<file path="src/ustf_defines.vh">
// register map, field positions, reset values and bus codes of the transaction status block
`ifndef USTF_DEFINES_VH
`define USTF_DEFINES_VH

`define USTF_ADDR_W 8
`define USTF_OFS_RESULT 8'h00
`define USTF_OFS_CONTROL 8'h04
`define USTF_OFS_FLAGS 8'h08
`define USTF_OFS_CLEAR 8'h0c
`define USTF_OFS_ENABLE 8'h10

`define USTF_RES_EP_HI 7
`define USTF_RES_EP_LO 4
`define USTF_RES_DIR 3
`define USTF_RES_BANK 2

`define USTF_CTL_HOLD 5
`define USTF_CTL_WAKE 2
`define USTF_CTL_BANKCLR 1
`define USTF_CTL_EN 0
`define USTF_CTL_RESET 8'h00

`define USTF_INT_TOKEN_DONE 0
`define USTF_INT_SETUP 1
`define USTF_INT_W 2
`define USTF_INT_RESET 2'h0

`define USTF_FIFO_DEPTH 4
`define USTF_FIFO_WIDTH 8
`define USTF_EP_BANKED_A 4'h5
`define USTF_EP_BANKED_B 4'h6

`define USTF_RESP_OKAY 2'h0
`define USTF_RESP_SLVERR 2'h2

`endif

</file>
<file path="src/ustf_txn_status_ctrl.v">
// transaction status queue, engine control and interrupt flags behind an AXI4-Lite slave
//
// How it works
// - status register reads head of four-entry queue
// - each finished descriptor pushes entry behind pending ones
// - clearing token-done flag pops the status queue
// - queued entry left keeps token-done flag raised
// - bits 7 to 4 carry endpoint number
// - bit 2 shows even or odd bank
// - direction bit zero for OUT, one for IN
// - SETUP token sets hold bit, stops transfers
// - software clears hold bit, processing then resumes
// - wakeup bit high drives resume signaling on bus
// - bank clear zeroes bank bits of endpoints 5, 6
// - control bit 0 enables engine, not transceiver
// - setting enable clears banks, reinitialises engine
//
// The AXI4-Lite slave port and the address map were left to the implementer.
`include "ustf_defines.vh"
`timescale 1ns/1ps
`default_nettype none
module ustf_txn_status_ctrl #(
    parameter ADDR_W = `USTF_ADDR_W,
    parameter DEPTH = `USTF_FIFO_DEPTH
) (
    input wire sys_clk,                 // module clock, 125 MHz
    input wire rst_n,                   // synchronous reset, active low
    input wire clk_en,                  // freezes all state while low
    input wire [ADDR_W-1:0] s_axi_awaddr, // write address
    input wire s_axi_awvalid,           // write address valid
    output reg s_axi_awready,           // write address ready
    input wire [31:0] s_axi_wdata,      // write data
    input wire [3:0] s_axi_wstrb,       // write byte enables
    input wire s_axi_wvalid,            // write data valid
    output reg s_axi_wready,            // write data ready
    output reg [1:0] s_axi_bresp,       // write response
    output reg s_axi_bvalid,            // write response valid
    input wire s_axi_bready,            // write response ready
    input wire [ADDR_W-1:0] s_axi_araddr, // read address
    input wire s_axi_arvalid,           // read address valid
    output reg s_axi_arready,           // read address ready
    output reg [31:0] s_axi_rdata,      // read data
    output reg [1:0] s_axi_rresp,       // read response
    output reg s_axi_rvalid,            // read data valid
    input wire s_axi_rready,            // read data ready
    input wire txn_done,                // engine finished with a descriptor
    input wire [3:0] txn_endpoint,      // endpoint of that transaction
    input wire txn_dir_in,              // 1 for IN, 0 for OUT
    input wire txn_bank_odd,            // descriptor came from odd bank
    input wire setup_token,             // SETUP token received
    output reg txn_ready,               // engine may complete a transaction
    output reg token_hold,              // token processing held after SETUP
    output reg remote_wakeup_drive,     // drive resume signaling on the bus
    output reg engine_enable,           // serial interface engine enabled
    output reg engine_reinit,           // one-cycle reinitialise of engine logic
    output reg [1:0] bank_select,       // next bank of endpoints 6 and 5
    output reg irq                      // level interrupt
);

localparam CNT_W = 3;
localparam [CNT_W-1:0] FULL = DEPTH[CNT_W-1:0];
localparam [CNT_W-1:0] ONE = 1;
localparam [CNT_W-1:0] ZERO = 0;

////////////////////////////////////////////////////////////////////////////////
// declarations

reg aw_held;
reg [ADDR_W-1:0] aw_addr;
reg w_held;
reg [7:0] w_byte;
reg w_lane0;
reg setup_flag;
reg token_done_flag;
reg [`USTF_INT_W-1:0] int_enable;
wire [7:0] head;
wire [CNT_W-1:0] count;
wire [7:0] entry;
wire aw_take;
wire w_take;
wire b_take;
wire ar_take;
wire r_take;
wire do_write;
wire wr_lane;
wire wr_control;
wire wr_clear;
wire wr_enable;
wire push;
wire pop;
wire enable_rise;
wire bank_clear;
wire flush;
reg next_aw_held;
reg next_w_held;
reg next_bvalid;
reg next_rvalid;
reg next_token_hold;
reg next_engine_enable;
reg [CNT_W-1:0] next_count;
wire [`USTF_INT_W-1:0] flags;
wire [7:0] control_view;

////////////////////////////////////////////////////////////////////////////////
// address decode

function mapped;
    input [ADDR_W-1:0] a;
    begin
        mapped = (a == `USTF_OFS_RESULT) || (a == `USTF_OFS_CONTROL) ||
                 (a == `USTF_OFS_FLAGS) || (a == `USTF_OFS_CLEAR) ||
                 (a == `USTF_OFS_ENABLE);
    end
endfunction

assign aw_take = s_axi_awvalid && s_axi_awready;
assign w_take = s_axi_wvalid && s_axi_wready;
assign b_take = s_axi_bvalid && s_axi_bready;
assign ar_take = s_axi_arvalid && s_axi_arready;
assign r_take = s_axi_rvalid && s_axi_rready;
// address and data may arrive in either order; the write happens once both are held
assign do_write = aw_held && w_held && !s_axi_bvalid;
// registers live in the low byte lane only
assign wr_lane = do_write && w_lane0;
assign wr_control = wr_lane && (aw_addr == `USTF_OFS_CONTROL);
assign wr_clear = wr_lane && (aw_addr == `USTF_OFS_CLEAR);
assign wr_enable = wr_lane && (aw_addr == `USTF_OFS_ENABLE);

////////////////////////////////////////////////////////////////////////////////
// engine side: queue, stall and bank bits

assign entry = {txn_endpoint, txn_dir_in, txn_bank_odd, 2'h0};
// txn_ready already accounts for fill level, so a push never meets a full queue
assign push = txn_done && txn_ready;
assign pop = wr_clear && w_byte[`USTF_INT_TOKEN_DONE] && token_done_flag;
assign enable_rise = wr_control && w_byte[`USTF_CTL_EN] && !engine_enable;
assign bank_clear = (wr_control && w_byte[`USTF_CTL_BANKCLR]) || enable_rise;
// re-enabling drops stale status along with the rest of the engine state
assign flush = enable_rise;

ustf_status_fifo #(
    .WIDTH(`USTF_FIFO_WIDTH),
    .DEPTH(DEPTH),
    .PTR_W(2),
    .CNT_W(CNT_W)
) u_fifo (
    .clk(sys_clk),
    .rst_n(rst_n),
    .clk_en(clk_en),
    .flush(flush),
    .push(push),
    .push_data(entry),
    .pop(pop),
    .head(head),
    .count(count)
);

always @*
begin
    next_count = count;
    if (flush)
    begin
        next_count = ZERO;
    end
    else if (push && !pop)
    begin
        next_count = count + ONE;
    end
    else if (pop && !push)
    begin
        next_count = count - ONE;
    end
end

always @*
begin
    next_token_hold = token_hold;
    if (wr_control)
    begin
        next_token_hold = w_byte[`USTF_CTL_HOLD];
    end
    if (setup_token)
    begin
        next_token_hold = 1'b1;
    end
    next_engine_enable = wr_control ? w_byte[`USTF_CTL_EN] : engine_enable;
end

always @(posedge sys_clk)
begin
    if (!rst_n)
    begin
        token_hold <= 1'b0;
        remote_wakeup_drive <= 1'b0;
        engine_enable <= 1'b0;
        engine_reinit <= 1'b0;
        bank_select <= 2'h0;
        txn_ready <= 1'b0;
        token_done_flag <= 1'b0;
        setup_flag <= 1'b0;
    end
    else if (clk_en)
    begin
        token_hold <= next_token_hold;
        engine_enable <= next_engine_enable;
        engine_reinit <= enable_rise;
        if (wr_control)
        begin
            remote_wakeup_drive <= w_byte[`USTF_CTL_WAKE];
        end
        if (bank_clear)
        begin
            bank_select <= 2'h0;
        end
        else if (push && txn_endpoint == `USTF_EP_BANKED_A)
        begin
            bank_select[0] <= ~bank_select[0];
        end
        else if (push && txn_endpoint == `USTF_EP_BANKED_B)
        begin
            bank_select[1] <= ~bank_select[1];
        end
        // stalls while held, disabled or full so no status can be dropped
        txn_ready <= next_engine_enable && !next_token_hold && (next_count != FULL);
        // flag tracks occupancy: a pop that leaves entries keeps it raised
        token_done_flag <= (next_count != ZERO);
        // a new SETUP in the clearing cycle keeps the flag set
        setup_flag <= setup_token ||
                      (setup_flag && !(wr_clear && w_byte[`USTF_INT_SETUP]));
    end
end

////////////////////////////////////////////////////////////////////////////////
// interrupt

assign flags = {setup_flag, token_done_flag};

always @(posedge sys_clk)
begin
    if (!rst_n)
    begin
        int_enable <= `USTF_INT_RESET;
        irq <= 1'b0;
    end
    else if (clk_en)
    begin
        if (wr_enable)
        begin
            int_enable <= w_byte[`USTF_INT_W-1:0];
        end
        irq <= |(flags & int_enable);
    end
end

////////////////////////////////////////////////////////////////////////////////
// AXI4-Lite write channel

always @*
begin
    next_aw_held = aw_take ? 1'b1 : (do_write ? 1'b0 : aw_held);
    next_w_held = w_take ? 1'b1 : (do_write ? 1'b0 : w_held);
    next_bvalid = do_write ? 1'b1 : (b_take ? 1'b0 : s_axi_bvalid);
    next_rvalid = ar_take ? 1'b1 : (r_take ? 1'b0 : s_axi_rvalid);
end

always @(posedge sys_clk)
begin
    if (!rst_n)
    begin
        aw_held <= 1'b0;
        aw_addr <= {ADDR_W{1'b0}};
        w_held <= 1'b0;
        w_byte <= 8'h00;
        w_lane0 <= 1'b0;
        s_axi_awready <= 1'b0;
        s_axi_wready <= 1'b0;
        s_axi_bvalid <= 1'b0;
        s_axi_bresp <= `USTF_RESP_OKAY;
    end
    else if (clk_en)
    begin
        aw_held <= next_aw_held;
        w_held <= next_w_held;
        s_axi_bvalid <= next_bvalid;
        // one write in flight: both readies stay low until the response is taken
        s_axi_awready <= !next_aw_held && !next_bvalid;
        s_axi_wready <= !next_w_held && !next_bvalid;
        if (aw_take)
        begin
            aw_addr <= s_axi_awaddr;
        end
        if (w_take)
        begin
            w_byte <= s_axi_wdata[7:0];
            w_lane0 <= s_axi_wstrb[0];
        end
        if (do_write)
        begin
            s_axi_bresp <= mapped(aw_addr) ? `USTF_RESP_OKAY : `USTF_RESP_SLVERR;
        end
    end
end

////////////////////////////////////////////////////////////////////////////////
// AXI4-Lite read channel

// bank-clear bit always reads zero; it acts only on the write
assign control_view = {2'h0, token_hold, 2'h0, remote_wakeup_drive, 1'b0, engine_enable};

always @(posedge sys_clk)
begin
    if (!rst_n)
    begin
        s_axi_arready <= 1'b0;
        s_axi_rvalid <= 1'b0;
        s_axi_rdata <= 32'h0000_0000;
        s_axi_rresp <= `USTF_RESP_OKAY;
    end
    else if (clk_en)
    begin
        s_axi_rvalid <= next_rvalid;
        s_axi_arready <= !next_rvalid;
        if (ar_take)
        begin
            s_axi_rresp <= mapped(s_axi_araddr) ? `USTF_RESP_OKAY : `USTF_RESP_SLVERR;
            case (s_axi_araddr)
                `USTF_OFS_RESULT:
                    // an empty queue reads as zero, meaningless without the flag
                    s_axi_rdata <= {24'h00_0000, token_done_flag ? head : 8'h00};
                `USTF_OFS_CONTROL:
                    s_axi_rdata <= {24'h00_0000, control_view};
                `USTF_OFS_FLAGS:
                    s_axi_rdata <= {30'h0000_0000, flags};
                `USTF_OFS_ENABLE:
                    s_axi_rdata <= {30'h0000_0000, int_enable};
                default:
                    s_axi_rdata <= 32'h0000_0000;
            endcase
        end
    end
end

endmodule
`default_nettype wire

</file>
<file path="src/ustf_status_fifo.v">
// small circular queue holding completed-transaction status entries
`timescale 1ns/1ps
`default_nettype none
module ustf_status_fifo #(
    parameter WIDTH = 8,
    parameter DEPTH = 4,
    parameter PTR_W = 2,
    parameter CNT_W = 3
) (
    input wire clk,                     // module clock
    input wire rst_n,                   // synchronous reset, active low
    input wire clk_en,                  // freezes all state while low
    input wire flush,                   // drop every entry
    input wire push,                    // store push_data
    input wire [WIDTH-1:0] push_data,   // entry to store
    input wire pop,                     // discard the head entry
    output wire [WIDTH-1:0] head,       // oldest entry
    output reg [CNT_W-1:0] count        // entries held
);

localparam [PTR_W-1:0] LAST = DEPTH[PTR_W-1:0] - {{(PTR_W-1){1'b0}}, 1'b1};
localparam [CNT_W-1:0] FULL = DEPTH[CNT_W-1:0];
localparam [CNT_W-1:0] ONE = 1;

reg [WIDTH-1:0] mem [0:DEPTH-1];
reg [PTR_W-1:0] wr_ptr;
reg [PTR_W-1:0] rd_ptr;
wire do_push;
wire do_pop;

function [PTR_W-1:0] bump;
    input [PTR_W-1:0] p;
    begin
        bump = (p == LAST) ? {PTR_W{1'b0}} : p + {{(PTR_W-1){1'b0}}, 1'b1};
    end
endfunction

// a push into a full queue or a pop from an empty one is ignored
assign do_push = push && (count != FULL);
assign do_pop = pop && (count != {CNT_W{1'b0}});
assign head = mem[rd_ptr];

always @(posedge clk)
begin
    if (clk_en && do_push && !flush)
    begin
        mem[wr_ptr] <= push_data;
    end
end

always @(posedge clk)
begin
    if (!rst_n)
    begin
        wr_ptr <= {PTR_W{1'b0}};
        rd_ptr <= {PTR_W{1'b0}};
        count <= {CNT_W{1'b0}};
    end
    else if (clk_en)
    begin
        if (flush)
        begin
            wr_ptr <= {PTR_W{1'b0}};
            rd_ptr <= {PTR_W{1'b0}};
            count <= {CNT_W{1'b0}};
        end
        else
        begin
            if (do_push)
            begin
                wr_ptr <= bump(wr_ptr);
            end
            if (do_pop)
            begin
                rd_ptr <= bump(rd_ptr);
            end
            if (do_push && !do_pop)
            begin
                count <= count + ONE;
            end
            else if (do_pop && !do_push)
            begin
                count <= count - ONE;
            end
        end
    end
end

endmodule
`default_nettype wire

</file>
<file path="config.mk">
export PLATFORM = sky130hd
export DESIGN_NAME = ustf_txn_status_ctrl
export DESIGN_NICKNAME = d
export VERILOG_FILES = /design/src/ustf_txn_status_ctrl.v /design/src/ustf_status_fifo.v
export VERILOG_INCLUDE_DIRS = /design/src
export SDC_FILE = /design/constraint.sdc
export NUM_CORES = 1
export LEC_CHECK = 0
export ABC_AREA = 1
export BUFFER_PORTS_ARGS = -buffer_cell sky130_fd_sc_hd__clkbuf_2
export CAP_MARGIN = 20
export CORE_MARGIN = 3
export CORE_UTILIZATION = 55
export DETAILED_ROUTE_END_ITERATION = 7
export PLACE_DENSITY = 0.95
export SYNTH_ARGS = -nofsm -noshare
export SYNTH_HDL_FRONTEND = slang
export SYNTH_SLANG_ARGS = --single-unit
</file>
<file path="constraint.sdc">
create_clock -name sys_clk -period 5.1 [get_ports sys_clk]
set_input_delay 0.765 -clock sys_clk [delete_from_list [all_inputs] [get_ports sys_clk]]
set_output_delay 0.765 -clock sys_clk [all_outputs]
set_load 0.05 [all_outputs]
</file>
==> impl_metrics.yaml <==
timing:
  slew_headroom_pct: 50.6
  setup_viol: 0
  fin_skew_ns: 0.0123
  maxSlewViolCount: 0
  report.final.hold_viol_count: 0
  rsz0062_at_grt: "false"
  period_minus_slack_ns: 2.45
  finalCritPeriodShare_pct: 48.1
  final.setup.tns_ns: 0
  fmax_ghz: 0.408
  worst_slew_pin_slew_ns: 0.741
outcome:
  outcome: "completed"
final_layout:
  multi_input_area_sq_mm: 0.00149
  drive_gt1_share_pct: 17.3
  fillCellCount: 473
  final_cell_mix: "nand2_1 (79), clkbuf_2 (59), inv_1 (51), dfxtp_1 (51), nor2_1 (48)"
  final_common_cell: "nand2_1"
  fin_area_sq_mm: 0.00405
  num-nets-final: 580
  seq_area_sq_mm: 0.00174
  diodes: 0
  syn_to_final_growth_pct: 12.5
  fin_util_pct: 66.1
global_route:
  grt_overflow: 0
  grt_pass1_vias: 2895
  grt_max_degree: 26
  grt.total_usage_pct: 20.8
  grt_pass1_wl_mm: 12.4
  antenna_found_initial: 0
routing:
  drc: 0
  drt-total-wl_mm: 7.56
  vias: 3083
  dr.pass1.iters: 4
  wl_per_cell_um: 12.9
  drt_iter0_markers: 184
  viasPerCell: 5.28
  drtAntennaViolNets: 0
clock_network:
  path_clk_slew_ns: 0.08
  cts_tree: "yes"
  cts_max_level: 3
  clockBufferDepth: 2
  clkSinkCount: 75
  cts_setup_buffers: 0
  clock_latency_ns: 0.35
  cts_root_buf: "clkbuf_8"
  hold_buffers: 0
  cts_buffers: 9
  postCtsResizedCells: 0
placed_design:
  place_area_sq_mm: 0.00382
  port_buffers: 59
  post-dp-hpwl_mm: 5.62
  gp_congestion: 0.931
pwr:
  p_leak_uw: 0.00173
  power_density_mw_per_mm2: 309
  peakVddDrop_mv: 0.230
logic_synthesis:
  synth_cell_types: 36
  synth_seq_cells: 75
  synth_top_flop_cell: "dfxtp_1"
  yosysWarnings: 0
  syn_area_per_cell_sq_um: 8.06
  seq_area_frac_synth_pct: 48.4
  syn_inst: 447
  async_flop_share_pct: 0
  synth_edf_count: 24
  synth_area_sq_mm: 0.00360
critical_path:
  worstPathArrival_ns: 2.43
  critPathLaunchType: "primary input"
  worstSetupPathType: "primary input to flip-flop"
  crit_buf_inv: 2
  slowest_stage: "nor2_1"
  endpoint_kind: "flip-flop"
  path_cells: "clkbuf_2, inv_1, nor2_1, nand2_1, nor2_1"
  path_max_fanout: 23
  cpLargestDelayFamily: "simple AND/OR/NAND/NOR gates"
  critical_path_required_ns: 5.08
  crit_path_frequent_cell: "nor2_1"
  worst_path_largest_cell_delay_ns: 0.49
floorplan:
  rows: 28
  die_height_um: 86.9
  start_util_pct: 58.8
  io_pins: 117
  coreArea_sq_mm: 0.00613
  die_w_um: 86.9
  die_area_sq_mm: 0.00756
run:
  cap_violations: 0
hold_path:
  hp-class: "flip-flop to flip-flop"
flip-flops by register name (all words and copies together), names as in the netlist, 2 cells and up, named ones only:
name and flops:
bank_select 2, u_fifo.count 3, aw_addr 8, w_byte 4
u_fifo.rd_ptr 2, u_fifo.wr_ptr 2, int_enable 2, s_axi_rdata 8
u_fifo.mem 24
cell usage after synthesis, types with 4 or more instances:
cell	count	share of area, %
a21oi_1	42	5.8
buf_4	27	5.6
clkbuf_1	8	0.83
dfxtp_1	51	28
edfxtp_1	24	20
ha_1	8	2.8
inv_1	51	5.3
nand2_1	79	8.2
nand3_1	16	2.2
nand4_1	7	1.2
nor2_1	48	5.0
nor3_1	4	0.56
o21ai_0	40	5.6
o22ai_1	7	1.2
worst reg2reg max path: stages, from the launching register on:
cell and delay (ns):
dfxtp_1 0.38, inv_1 0.11, ha_1 0.23, a21oi_1 0.26, inv_1 0.10, nor2_1 0.21
nand2_1 0.15, nor2_1 0.49
report_power, final:
part / internal (uW) / leakage [uW] / total, uW / switching, uW
logic: 24.3 / 0.000982 / 118 / 93.2
registers: 624 / 0.000629 / 632 / 7.15
clock network: 287 / 0.000117 / 505 / 217
total: 936 / 0.00173 / 1250 / 318
metal layers:
| layer | share of wire (%) | wire length, um | global-route usage [%] | up-vias |
|---|---|---|---|---|
| met5 | 0 | 0 | 0 | - |
| met4 | 2.9 | 221 | 10.3 | 0 |
| met3 | 7.4 | 557 | 4.26 | 21 |
| met2 | 50 | 3770 | 36.1 | 120 |
| met1 | 40 | 3000 | 24.2 | 1399 |
| li1 | - | - | - | 1543 |
path summary, 6_finish.rpt:
kind	from	slack, ns	cells after the start	endpoint
worst min-delay path	w_byte[5]$_SDFFE_PN0P_	0.46	2	w_byte[5]$_SDFFE_PN0P_
worst max register to register	u_fifo.count[0]$_SDFFE_PN0P_	2.80	7	u_fifo.mem[1][0]$_DFFE_PP_
worst max-delay path	clk_en	2.65	5	u_fifo.mem[1][0]$_DFFE_PP_
worst min register to register	w_byte[5]$_SDFFE_PN0P_	0.46	2	w_byte[5]$_SDFFE_PN0P_
through the flow:
step                      total power [uW]  hold WS (ns)  setup WS (ns)  cells
after floorplan                        750         0.423           3.01    472
after global placement                 759         0.448           2.33    568
after detailed placement               762         0.455           2.34    568
after CTS                             1260         0.466           2.70    584
after global routing                  1300         0.484           2.49    584
final                                 1250         0.463           2.65    584
area by class of cell:
cell class                      count  area share [%]
Clock buffer                       12            4.38
Clock inverter                      4            1.30
Inverter                           55            5.09
Multi-Input combinational cell    304            36.6
Sequential cell                    75            43.0
Tap cell                           75            2.32
Timing Repair Buffer               59            7.29
logic make-up after synthesis:
family                   Yosys count  share of synthesized area, %
AO/OA/AOI/OAI                     98                          14.6
XOR/XNOR                           3                         0.730
adder cells (fa/ha/maj)            8                          2.78
buffers and inverters             93                          13.0
flip-flops                        75                          48.4
other                              1                         0.104
AND/OR/NAND/NOR                  169                          20.5
Power figures use the tool's default switching activity.
